### src/inc/tcm_pkg.sv
// Constants, register map and carrier types for the timer counter block
package tcm_pkg;
	localparam int ADDR_W = 3;
	localparam int DATA_W = 8;
	localparam int CNT_W = 16;
	// Register offsets
	localparam logic [2:0] OFS_GLB = 3'h0;
	localparam logic [2:0] OFS_CNT_H = 3'h1;
	localparam logic [2:0] OFS_CNT_L = 3'h2;
	localparam logic [2:0] OFS_MOD_H = 3'h3;
	localparam logic [2:0] OFS_MOD_L = 3'h4;
	localparam logic [2:0] OFS_CH_SC = 3'h5;
	localparam logic [2:0] OFS_CH_VH = 3'h6;
	localparam logic [2:0] OFS_CH_VL = 3'h7;
	// Global control/status fields
	localparam int GLB_OVF_BIT = 7;
	localparam int GLB_OIE_BIT = 6;
	localparam int GLB_CAS_BIT = 5;
	// Channel control/status fields
	localparam int CH_FLAG_BIT = 7;
	localparam int CH_IE_BIT = 6;
	localparam int CH_MSB_BIT = 5;
	localparam int CH_MSA_BIT = 4;
	localparam int CH_ELS_HI = 3;
	localparam int CH_ELS_LO = 2;
	// Edge/level select encodings
	localparam logic [1:0] ELS_OFF = 2'h0;
	localparam logic [1:0] ELS_01 = 2'h1;
	localparam logic [1:0] ELS_10 = 2'h2;
	localparam logic [1:0] ELS_11 = 2'h3;
	// Reset values and the full-range terminal count
	localparam logic [15:0] CNT_RST = 16'h0000;
	localparam logic [15:0] MOD_RST = 16'h0000;
	localparam logic [15:0] VAL_RST = 16'h0000;
	localparam logic [15:0] FULL_TERM = 16'hFFFF;
	localparam logic [7:0] BYTE_RST = 8'h00;

	typedef struct packed {
		logic [2:0] addr;
		logic [7:0] wdata;
		logic wr;
		logic rd;
	} tcm_bus_req_t;

	typedef struct packed {
		logic out;
		logic oe_n;
		logic release_gpio;
	} tcm_pin_out_t;

	typedef enum logic [1:0] {
		MODE_CAPTURE = 2'b00,
		MODE_COMPARE = 2'b01,
		MODE_EPWM = 2'b11,
		MODE_CPWM = 2'b10
	} tcm_mode_t;
endpackage : tcm_pkg

### src/core/tcm_timer.sv
// Timer counter with modulo, coherent byte access and one channel
//
// Operation
// - Reading either counter byte latches both until the other byte is read.
// - Reset, counter byte write or global register write releases the read latch.
// - Reset clears both counter bytes.
// - Debug halt freezes counter and read latch, even during counter reads.
// - At modulo value counter wraps to zero or turns down; overflow flag sets.
// - Writing one modulo byte inhibits overflow until the other byte is written.
// - Reset loads modulo zero, meaning free-run over the full range.
// - In capture mode an active pin edge sets the channel flag, bit 7.
// - In compare or edge PWM, counter equal to channel value sets the flag.
// - In center PWM every match, up or down, sets the flag.
// - Channel interrupt requested while flag and enable bit 6 both set.
// - Flag clears only after a read with flag set, then write of zero.
// - A new event during clearing restarts it; flag stays set.
// - Reset clears the flag; writing one to it does nothing.
// - Enable bit is read/write, reset clears it; zero disables requests.
// - Without center mode, mode bit B at bit 5 selects edge PWM.
// - Without center mode and B zero, mode bit A selects capture or compare.
// - Edge/level field bits 3:2 choose edge, compare action or PWM polarity.
// - Edge/level zero releases the pin to general-purpose use.
// - Capture edges: 01 rising, 10 falling, 11 both.
// - Compare actions: 00 none, 01 toggle, 10 clear, 11 set on match.
// - Edge PWM: 10 clears on match, X1 sets on match.
`timescale 1ns/1ps
module tcm_timer
	import tcm_pkg::*;
(
	input wire logic clock,
	input wire logic reset_n,
	input wire logic clk_en,
	input wire logic timer_tick,
	input wire logic debug_halt,
	input wire tcm_bus_req_t bus_req,
	output logic [DATA_W-1:0] rdata,
	input wire logic ch_pin_in,
	output tcm_pin_out_t ch_pin,
	output logic ch_irq,
	output logic ovf_irq,
	output logic center_aligned_select
);

	function automatic tcm_mode_t tcm_decode(input logic cas, input logic msb, input logic msa);
		if (cas) begin
			return MODE_CPWM;
		end else if (msb) begin
			return MODE_EPWM;
		end else if (msa) begin
			return MODE_COMPARE;
		end
		return MODE_CAPTURE;
	endfunction : tcm_decode

	function automatic logic tcm_hit(input tcm_bus_req_t r, input logic [2:0] ofs);
		return r.addr == ofs;
	endfunction : tcm_hit

	logic [15:0] cnt_reg;
	logic dir_down_reg;
	logic [15:0] mod_reg;
	logic mod_pend_h_reg;
	logic mod_pend_l_reg;
	logic [15:0] latch_reg;
	logic latched_reg;
	logic first_hi_reg;
	logic ovf_flag_reg;
	logic ovf_armed_reg;
	logic oie_reg;
	logic cas_reg;
	logic ch_flag_reg;
	logic ch_armed_reg;
	logic ch_ie_reg;
	logic msb_reg;
	logic msa_reg;
	logic [1:0] els_reg;
	logic [15:0] ch_val_reg;
	logic [7:0] vbuf_h_reg;
	logic [7:0] vbuf_l_reg;
	logic vpend_h_reg;
	logic vpend_l_reg;
	logic pin_meta_reg;
	logic pin_sync_reg;
	logic pin_prev_reg;
	logic pin_out_reg;
	logic [7:0] rdata_reg;
	logic [7:0] rdata_next;

	logic wr_glb;
	logic wr_cnt;
	logic wr_mod_h;
	logic wr_mod_l;
	logic wr_sc;
	logic wr_vh;
	logic wr_vl;
	logic rd_cnt;
	logic rd_sc;
	logic rd_glb;
	logic tick;
	logic [15:0] term;
	logic at_term;
	logic mod_inhibit;
	logic ovf_event;
	logic cmp_match;
	logic rise;
	logic fall;
	logic cap_event;
	logic ch_event;
	tcm_mode_t mode;

	assign wr_glb = bus_req.wr && tcm_hit(bus_req, OFS_GLB);
	assign wr_cnt = bus_req.wr && (tcm_hit(bus_req, OFS_CNT_H) || tcm_hit(bus_req, OFS_CNT_L));
	assign wr_mod_h = bus_req.wr && tcm_hit(bus_req, OFS_MOD_H);
	assign wr_mod_l = bus_req.wr && tcm_hit(bus_req, OFS_MOD_L);
	assign wr_sc = bus_req.wr && tcm_hit(bus_req, OFS_CH_SC);
	assign wr_vh = bus_req.wr && tcm_hit(bus_req, OFS_CH_VH);
	assign wr_vl = bus_req.wr && tcm_hit(bus_req, OFS_CH_VL);
	assign rd_cnt = bus_req.rd && (tcm_hit(bus_req, OFS_CNT_H) || tcm_hit(bus_req, OFS_CNT_L));
	assign rd_sc = bus_req.rd && tcm_hit(bus_req, OFS_CH_SC);
	assign rd_glb = bus_req.rd && tcm_hit(bus_req, OFS_GLB);

	// Background mode suspends counting
	assign tick = timer_tick && !debug_halt;
	assign term = (mod_reg == MOD_RST) ? FULL_TERM : mod_reg;
	assign at_term = cnt_reg == term;
	assign mod_inhibit = mod_pend_h_reg || mod_pend_l_reg;
	// Center mode flags on leaving the terminal count downward
	assign ovf_event = tick && at_term && !(cas_reg && dir_down_reg) && !mod_inhibit;
	assign mode = tcm_decode(cas_reg, msb_reg, msa_reg);
	assign cmp_match = tick && (cnt_reg == ch_val_reg);
	assign rise = pin_sync_reg && !pin_prev_reg;
	assign fall = !pin_sync_reg && pin_prev_reg;
	always_comb begin
		cap_event = 1'b0;
		if (mode == MODE_CAPTURE) begin
			case (els_reg)
				ELS_01: cap_event = rise;
				ELS_10: cap_event = fall;
				ELS_11: cap_event = rise || fall;
				default: cap_event = 1'b0;
			endcase
		end
	end
	assign ch_event = (mode == MODE_CAPTURE) ? cap_event : cmp_match;

	// Pin synchroniser; edge logic reads only the second stage onward
	always_ff @(posedge clock or negedge reset_n) begin
		if (!reset_n) begin
			pin_meta_reg <= 1'b0;
			pin_sync_reg <= 1'b0;
			pin_prev_reg <= 1'b0;
		end else if (clk_en) begin
			pin_meta_reg <= ch_pin_in;
			pin_sync_reg <= pin_meta_reg;
			pin_prev_reg <= pin_sync_reg;
		end
	end

	// Main counter
	always_ff @(posedge clock or negedge reset_n) begin
		if (!reset_n) begin
			cnt_reg <= CNT_RST;
			dir_down_reg <= 1'b0;
		end else if (clk_en) begin
			if (wr_cnt) begin
				cnt_reg <= CNT_RST;
				dir_down_reg <= 1'b0;
			end else if (tick) begin
				if (!cas_reg) begin
					dir_down_reg <= 1'b0;
					cnt_reg <= at_term ? CNT_RST : cnt_reg + 16'h0001;
				end else if (!dir_down_reg) begin
					if (at_term) begin
						dir_down_reg <= 1'b1;
						cnt_reg <= cnt_reg - 16'h0001;
					end else begin
						cnt_reg <= cnt_reg + 16'h0001;
					end
				end else if (cnt_reg == CNT_RST) begin
					dir_down_reg <= 1'b0;
					cnt_reg <= cnt_reg + 16'h0001;
				end else begin
					cnt_reg <= cnt_reg - 16'h0001;
				end
			end
		end
	end

	// Modulo bytes and the pairing that inhibits overflow
	always_ff @(posedge clock or negedge reset_n) begin
		if (!reset_n) begin
			mod_reg <= MOD_RST;
			mod_pend_h_reg <= 1'b0;
			mod_pend_l_reg <= 1'b0;
		end else if (clk_en) begin
			if (wr_mod_h) begin
				mod_reg[15:8] <= bus_req.wdata;
				mod_pend_h_reg <= !mod_pend_l_reg;
				mod_pend_l_reg <= 1'b0;
			end else if (wr_mod_l) begin
				mod_reg[7:0] <= bus_req.wdata;
				mod_pend_l_reg <= !mod_pend_h_reg;
				mod_pend_h_reg <= 1'b0;
			end
		end
	end

	// Counter read latch; frozen while halted so debugger reads leave it alone
	always_ff @(posedge clock or negedge reset_n) begin
		if (!reset_n) begin
			latch_reg <= CNT_RST;
			latched_reg <= 1'b0;
			first_hi_reg <= 1'b0;
		end else if (clk_en) begin
			if (wr_cnt || wr_glb) begin
				latched_reg <= 1'b0;
			end else if (rd_cnt && !debug_halt) begin
				if (!latched_reg) begin
					latch_reg <= cnt_reg;
					latched_reg <= 1'b1;
					first_hi_reg <= tcm_hit(bus_req, OFS_CNT_H);
				end else if (tcm_hit(bus_req, OFS_CNT_H) != first_hi_reg) begin
					latched_reg <= 1'b0;
				end
			end
		end
	end

	// Global control and overflow flag
	always_ff @(posedge clock or negedge reset_n) begin
		if (!reset_n) begin
			ovf_flag_reg <= 1'b0;
			ovf_armed_reg <= 1'b0;
			oie_reg <= 1'b0;
			cas_reg <= 1'b0;
		end else if (clk_en) begin
			if (wr_glb) begin
				oie_reg <= bus_req.wdata[GLB_OIE_BIT];
				cas_reg <= bus_req.wdata[GLB_CAS_BIT];
			end
			// A fresh overflow wins over a pending clear
			if (ovf_event) begin
				ovf_flag_reg <= 1'b1;
				ovf_armed_reg <= 1'b0;
			end else if (wr_glb) begin
				if (ovf_armed_reg && !bus_req.wdata[GLB_OVF_BIT]) begin
					ovf_flag_reg <= 1'b0;
				end
				ovf_armed_reg <= 1'b0;
			end else if (rd_glb && ovf_flag_reg) begin
				ovf_armed_reg <= 1'b1;
			end
		end
	end

	// Channel control bits
	always_ff @(posedge clock or negedge reset_n) begin
		if (!reset_n) begin
			ch_ie_reg <= 1'b0;
			msb_reg <= 1'b0;
			msa_reg <= 1'b0;
			els_reg <= ELS_OFF;
		end else if (clk_en) begin
			if (wr_sc) begin
				ch_ie_reg <= bus_req.wdata[CH_IE_BIT];
				msb_reg <= bus_req.wdata[CH_MSB_BIT];
				msa_reg <= bus_req.wdata[CH_MSA_BIT];
				els_reg <= bus_req.wdata[CH_ELS_HI:CH_ELS_LO];
			end
		end
	end

	// Channel flag with read-then-write-zero clearing
	always_ff @(posedge clock or negedge reset_n) begin
		if (!reset_n) begin
			ch_flag_reg <= 1'b0;
			ch_armed_reg <= 1'b0;
		end else if (clk_en) begin
			if (ch_event) begin
				ch_flag_reg <= 1'b1;
				ch_armed_reg <= 1'b0;
			end else if (wr_sc) begin
				// Writing one is ignored
				if (ch_armed_reg && !bus_req.wdata[CH_FLAG_BIT]) begin
					ch_flag_reg <= 1'b0;
				end
				ch_armed_reg <= 1'b0;
			end else if (rd_sc && ch_flag_reg) begin
				ch_armed_reg <= 1'b1;
			end
		end
	end

	// Channel value with buffered paired writes; capture takes priority
	always_ff @(posedge clock or negedge reset_n) begin
		if (!reset_n) begin
			ch_val_reg <= VAL_RST;
			vbuf_h_reg <= BYTE_RST;
			vbuf_l_reg <= BYTE_RST;
			vpend_h_reg <= 1'b0;
			vpend_l_reg <= 1'b0;
		end else if (clk_en) begin
			if (cap_event) begin
				ch_val_reg <= cnt_reg;
			end else if (wr_vh && vpend_l_reg) begin
				ch_val_reg <= {bus_req.wdata, vbuf_l_reg};
			end else if (wr_vl && vpend_h_reg) begin
				ch_val_reg <= {vbuf_h_reg, bus_req.wdata};
			end
			if (wr_sc) begin
				vpend_h_reg <= 1'b0;
				vpend_l_reg <= 1'b0;
			end else if (wr_vh) begin
				vbuf_h_reg <= bus_req.wdata;
				vpend_h_reg <= !vpend_l_reg;
				vpend_l_reg <= 1'b0;
			end else if (wr_vl) begin
				vbuf_l_reg <= bus_req.wdata;
				vpend_l_reg <= !vpend_h_reg;
				vpend_h_reg <= 1'b0;
			end
		end
	end

	// Channel output pin
	always_ff @(posedge clock or negedge reset_n) begin
		if (!reset_n) begin
			pin_out_reg <= 1'b0;
		end else if (clk_en && els_reg != ELS_OFF) begin
			case (mode)
				MODE_COMPARE: begin
					if (cmp_match) begin
						case (els_reg)
							ELS_01: pin_out_reg <= !pin_out_reg;
							ELS_10: pin_out_reg <= 1'b0;
							ELS_11: pin_out_reg <= 1'b1;
							default: pin_out_reg <= pin_out_reg;
						endcase
					end
				end
				MODE_EPWM: begin
					// Match beats period start when value equals terminal count
					if (cmp_match) begin
						pin_out_reg <= els_reg[0];
					end else if (tick && at_term) begin
						pin_out_reg <= !els_reg[0];
					end
				end
				MODE_CPWM: begin
					if (cmp_match) begin
						pin_out_reg <= els_reg[0] ^ dir_down_reg;
					end
				end
				default: pin_out_reg <= pin_out_reg;
			endcase
		end
	end

	// Read data, valid only in the cycle after the strobe
	always_comb begin
		rdata_next = BYTE_RST;
		if (bus_req.rd) begin
			case (bus_req.addr)
				OFS_GLB: rdata_next = {ovf_flag_reg, oie_reg, cas_reg, 5'h00};
				OFS_CNT_H: rdata_next = latched_reg ? latch_reg[15:8] : cnt_reg[15:8];
				OFS_CNT_L: rdata_next = latched_reg ? latch_reg[7:0] : cnt_reg[7:0];
				OFS_MOD_H: rdata_next = mod_reg[15:8];
				OFS_MOD_L: rdata_next = mod_reg[7:0];
				OFS_CH_SC: rdata_next = {ch_flag_reg, ch_ie_reg, msb_reg, msa_reg, els_reg, 2'h0};
				OFS_CH_VH: rdata_next = ch_val_reg[15:8];
				OFS_CH_VL: rdata_next = ch_val_reg[7:0];
				default: rdata_next = BYTE_RST;
			endcase
		end
	end

	always_ff @(posedge clock or negedge reset_n) begin
		if (!reset_n) begin
			rdata_reg <= BYTE_RST;
		end else if (clk_en) begin
			rdata_reg <= rdata_next;
		end
	end

	assign rdata = rdata_reg;
	assign ch_irq = ch_flag_reg && ch_ie_reg;
	assign ovf_irq = ovf_flag_reg && oie_reg;
	assign center_aligned_select = cas_reg;
	assign ch_pin.out = pin_out_reg;
	// Capture mode and released pin never drive
	assign ch_pin.oe_n = (els_reg == ELS_OFF) || (mode == MODE_CAPTURE);
	assign ch_pin.release_gpio = els_reg == ELS_OFF;

endmodule : tcm_timer

### config.mk
export PLATFORM = sky130hd
export DESIGN_NAME = tcm_timer
export DESIGN_NICKNAME = d
export VERILOG_FILES = /design/src/inc/tcm_pkg.sv /design/src/core/tcm_timer.sv
export SDC_FILE = /design/constraint.sdc
export NUM_CORES = 1
export LEC_CHECK = 0
export ABC_AREA = 1
export BUFFER_PORTS_ARGS = -buffer_cell sky130_fd_sc_hd__buf_4
export CORE_MARGIN = 1
export CORE_UTILIZATION = 55
export DETAILED_ROUTE_END_ITERATION = 8
export PLACE_DENSITY_LB_ADDON = 0.3
export SLEW_MARGIN = 20
export SYNTH_ARGS = -nofsm -noshare
export SYNTH_HDL_FRONTEND = slang
export SYNTH_SLANG_ARGS = --single-unit
export TNS_END_PERCENT = 30
### constraint.sdc
create_clock -name clock -period 3.6 [get_ports clock]
set_clock_uncertainty 0.15 [all_clocks]
set_input_delay 0.36 -clock clock [delete_from_list [all_inputs] [get_ports clock]]
set_output_delay 0.36 -clock clock [all_outputs]
set_load 0.03 [all_outputs]
== After elaboration in Yosys (flattened, before gate mapping) ==
Index checks and enable logic that the tools add are counted.
W data, S select, Z words.

* Flip-flop bits (word level): 110
* Latch bits: 0
* RAM bits: 0
* ROM bits: 0
* Input bits: 19
* Word-level logic and storage cells: 200
* Memories: 0

* Add/subtract/negate cells: 2
* Multipliers: 0
* Divide/modulo/power cells: 0
* $lt $le $gt $ge: 0
* Eq/ne operators: 20
* Shift operators: 0
* Mux-type cells: 63
* Bitwise logic cells: 6
* Reductions and logical operators: 80

{| class="wikitable"
|+ Operators by type and width
! operator !! count
|-
| $mux W16 || 11
|-
| $pmux W8 S8 || 1
|-
| $mux W1 || 41
|-
| $eq A16 B16 Y1 || 2
|-
| $logic_not A16 Y1 || 2
|-
| $logic_and A1 B1 Y1 || 28
|-
| $mux W8 || 3
|-
| $reduce_and A2 Y1 || 10
|-
| $add A16 B1 Y16 const B || 1
|-
| $reduce_bool A2 Y1 || 8
|-
| $sub A16 B1 Y16 const B || 1
|-
| $reduce_bool A3 Y1 || 5
|-
| $eq A3 B3 Y1 const B || 4
|-
| $logic_not A1 Y1 || 12
|-
| $reduce_and A3 Y1 || 4
|-
| $pmux W1 S3 || 3
|-
| $eq A2 B2 Y1 const B || 4
|-
| $mux W2 || 4
|-
| $reduce_and A4 Y1 || 2
|-
| $eq A3 B2 Y1 const B || 2
|-
| $reduce_and A6 Y1 || 1
|-
| $logic_or A1 B1 Y1 || 5
|-
| $not A1 Y1 || 5
|-
| $eq A2 B1 Y1 const B || 2
|-
| other kinds (8) || 10
|}

== Longest topological paths before layout ==
* Depth in word-level cells: 9
* Gate-level depth with buffers: 18
* Mapped depth without buffers: 17

== Least setup slack after synthesis ==
Ideal clock, no wire load.

* Path type: register -> register
* Start: reg mod_reg[1]
* End: reg cnt_reg[1]
* Setup time: 0.117 ns
* Data arrival time: 1.784 ns
* Setup slack: 1.548 ns
* Cell stages (with the launch flop): 16
* Cell sequence: dfrtp_1 -> nor2_1 -> nand2_1 -> nor2_1 -> nand2_2 -> buf_6 -> nand3_2 -> nand2_1 -> nor2_1 -> nand2_1 -> nor2_4 -> nand2_2 -> o21ai_4 -> inv_2 -> nand3_1 -> nand2_1

* Word-level cells in the longest chain between the ends: 8

{| class="wikitable"
|+ RTL lines
! item !! line !! RTL
|-
| from (decl) || tcm_timer.sv:61 || <nowiki>logic [15:0] mod_reg;</nowiki>
|-
| from (signal assigned) || tcm_timer.sv:201 || <nowiki>mod_reg[7:0] <= bus_req.wdata;</nowiki>
|-
| $logic_not A16 Y1 || tcm_timer.sv:124 || <nowiki>assign term = (mod_reg == MOD_RST) ? FULL_TERM : mod_reg;</nowiki>
|-
| $mux W16 * || tcm_timer.sv:124 ||
|-
| $eq A16 B16 Y1 * || tcm_timer.sv:125 || <nowiki>assign at_term = cnt_reg == term;</nowiki>
|-
| $mux W16 || tcm_timer.sv:173 || <nowiki>if (at_term) begin</nowiki>
|-
| $mux W16 || tcm_timer.sv:172 || <nowiki>end else if (!dir_down_reg) begin</nowiki>
|-
| $mux W16 * || tcm_timer.sv:169 || <nowiki>if (!cas_reg) begin</nowiki>
|-
| $mux W16 * || tcm_timer.sv:168 || <nowiki>end else if (tick) begin</nowiki>
|-
| $mux W16 * || tcm_timer.sv:165 || <nowiki>if (wr_cnt) begin</nowiki>
|-
| to (signal assigned) || tcm_timer.sv:171 || <nowiki>cnt_reg <= at_term ? CNT_RST : cnt_reg + 16'h0001;</nowiki>
|-
| to (signal assigned) || tcm_timer.sv:175 || <nowiki>cnt_reg <= cnt_reg - 16'h0001;</nowiki>
|-
| to (signal assigned) || tcm_timer.sv:177 || <nowiki>cnt_reg <= cnt_reg + 16'h0001;</nowiki>
|-
| to (decl) || tcm_timer.sv:59 || <nowiki>logic [15:0] cnt_reg;</nowiki>
|}

Mark *: on every way between the ends. The rest lies on a longest branch, timed or not. The select of a mux whose other input is x is not followed.
A chain may end at the register's enable or synchronous reset.

== Worst setup path in the final report ==
* Start: reg mod_reg[6]
* End: reg cnt_reg[6]

The elaborated chain is that of the path after synthesis.

==> impl_metrics.json <==
{
  "worst_pin_slew_ns": 0.866,
  "grtUsageTotal_pct": 34.2,
  "grt_antenna_before_repair": 0,
  "postRouteAntennaNets": 0,
  "finalSetupViolCount": 0,
  "multi_input_area_mm2": 0.00366,
  "worstSetupEndpointType": "flop",
  "syn_inst": 992,
  "antenna-diode-count": 0,
  "seq_area_frac_synth_pct": 39.1,
  "place_ws_ns": 0.948,
  "numClockSinks": 110,
  "seqCellArea_mm2": 0.00275,
  "clock-root-buffer": "clkbuf_16",
  "fmax_mhz": 369,
  "cp_max_fo": 32,
  "fin_crit_ns": 2.71,
  "rsz0062_at_grt": "false",
  "maxSlewHeadroom_pct": 42.3,
  "ctsHoldBuffers": 1,
  "final_common_cell": "nand2_1",
  "worst-path-buf-inv": 1,
  "cp_slowest_cell": "dfrtp_1",
  "tritoncts": "done",
  "maxCapViolCount": 0,
  "insertion_delay_ns": 0.36,
  "dr_total_vias": 6751,
  "synth-edff-count": 0,
  "cp.required_ns": 3.69,
  "max_stage_delay_ns": 0.44,
  "first_pass_iters": 6,
  "std_cell_rows": 40,
  "drt_iter0_drc": 789,
  "p_leak_nw": 3.83,
  "start_util_pct": 57.4,
  "cts_inserted_buffers": 9,
  "worstPathArrival_ns": 2.81,
  "routed_wl_um": 21200,
  "netlist_area_mm2": 0.00704,
  "total_power_mw": 5.24,
  "grt_max_degree": 66,
  "dp.cells": 1156,
  "async_flop_share_pct": 100,
  "routedWlPerCell_um": 18.1,
  "setup_tns_ns": 0,
  "hp-class": "in -> reg",
  "route.detailed.drc": 0,
  "drt-vias-per-instance": 5.75,
  "yosys_warnings": 0,
  "yosysUniqueCellTypes": 45,
  "num-nets-final": 1029,
  "cp_common_cell": "nand2_1",
  "start_kind": "flop",
  "ir_drop_mv": 0.475,
  "syn_to_final_growth_pct": 9.45,
  "portBuffers": 32,
  "coreArea_mm2": 0.0123,
  "place.gp.congestion": 0.946,
  "run_status": "complete, no violations",
  "hold_viol": 0,
  "drive_above_1_share_pct": 9.24,
  "design_area_mm2": 0.00771,
  "synth_seq_cells": 110,
  "power.density_mw_per_mm2": 679,
  "n_fill_cell": 1145,
  "post-dp-hpwl_um": 15700,
  "place_area_mm2": 0.00737,
  "cts_resized": 0,
  "synth.avg_cell_area_um2": 7.10,
  "crit_type": "reg -> reg",
  "critPathTopFamily": "simple AND/OR/NAND/NOR gates",
  "ys.flop_type": "dfrtp_1",
  "fp.dieH_um": 115,
  "io_pins": 33,
  "maxSlewViolCount": 0,
  "path_cells": "nor2_1, nand2_1, nor2_1, nand2_2, nand3_1, nand2_1, nor2_1, nand2_1, nor2_4, nand2_2, o21ai_4, inv_2, nand2_1, o21ai_1",
  "die_w_um": 115,
  "cts_setup_buffers": 0,
  "die_area_mm2": 0.0133,
  "final_cell_mix": "nand2_1 (284), dfrtp_1 (110), inv_1 (105)",
  "clkTransAtPathRegs_ns": 0.08,
  "grt_pass1_wl_um": 33700,
  "finalNonFillerCells": 1174,
  "ctsHtreeMaxLevel": 3,
  "period_share_pct": 75.4,
  "grt_overflow": 0,
  "synth_nets": 1020,
  "grt_pass1_vias": 6295,
  "clk_path_buf_depth": 2,
  "setup_slack_ns": 0.887
}
## where the power goes
group          switching (mW)  total [mW]  internal [mW]
clock                   0.516        1.09          0.572
sequential              0.486        2.09           1.60
combinational            1.35        2.06          0.714
total                    2.35        5.24           2.89
## synthesized netlist by cell type, types with 13 or more instances
cell | instances | share of area, %
a21oi_1 | 31 | 2.2
nand3_1 | 59 | 4.2
inv_1 | 105 | 5.6
xor2_1 | 29 | 3.6
nand2_1 | 284 | 15
clkbuf_1 | 26 | 1.4
o21ai_0 | 89 | 6.3
o22ai_1 | 13 | 1.2
buf_2 | 15 | 1.1
o211ai_1 | 33 | 3.5
dfrtp_1 | 110 | 39
nor2_1 | 99 | 5.3
## logic make-up (layout without fill, tap and decap cells)
group	count (synthesis)	count (layout)	share of synthesized area (%)
xor+xnor	34	34	4.23
simple gates	493	493	30.0
buf+inv	157	171	8.96
compound gates	189	189	16.1
fa+ha+maj	9	9	1.60
flops	110	110	39.1
## final cells by class
type,count,area share (%)
Multi-Input combinational cell,725,47.5
Sequential cell,110,35.7
Inverter,112,5.45
Timing Repair Buffer,43,4.43
Clock buffer,10,3.10
Tap cell,168,2.73
Clock inverter,6,1.02
## routing by layer
| layer | vias to the layer above | GRT usage (%) | routed length [um] |
|---|---|---|---|
| met5 | - | 0 | 0 |
| met4 | 0 | 17.2 | 856 |
| met3 | 55 | 5.59 | 1620 |
| met2 | 305 | 53.7 | 9510 |
| met1 | 3150 | 46.1 | 9230 |
| li1 | 3241 | - | - |
## stage by stage
stage | util (%) | hold slack (ns)
floorplan | - | -0.0856
global placement | 60.1 | 0.306
detailed placement | 60.1 | 0.318
CTS | 62.8 | 0.0466
global route | 62.9 | 0.0501
finish | 62.9 | 0.0537
## worst min-delay path: stages
cell	delay, ns
buf_4	0.08
nand2_1	0.04
nand2_1	0.06
## worst paths after layout
path / startpoint / end / slack, ns / depth (start not counted)
worst min-delay path: ch_pin_in / pin_meta_reg$_DFFE_PN0P_ / 0.05 / 3
min in group asynchronous: reset_n / cnt_reg[4]$_DFFE_PN0P_ / 0.50 / 2
worst max-delay path: mod_reg[6]$_DFFE_PN0P_ / cnt_reg[6]$_DFFE_PN0P_ / 0.89 / 14
max in group asynchronous: reset_n / oie_reg$_DFFE_PN0P_ / 2.04 / 3
worst max register to register: mod_reg[6]$_DFFE_PN0P_ / cnt_reg[6]$_DFFE_PN0P_ / 0.89 / 14
worst min register to register: vbuf_l_reg[0]$_DFFE_PN0P_ / vbuf_l_reg[0]$_DFFE_PN0P_ / 0.34 / 2
(Power assumes the default switching activity.)
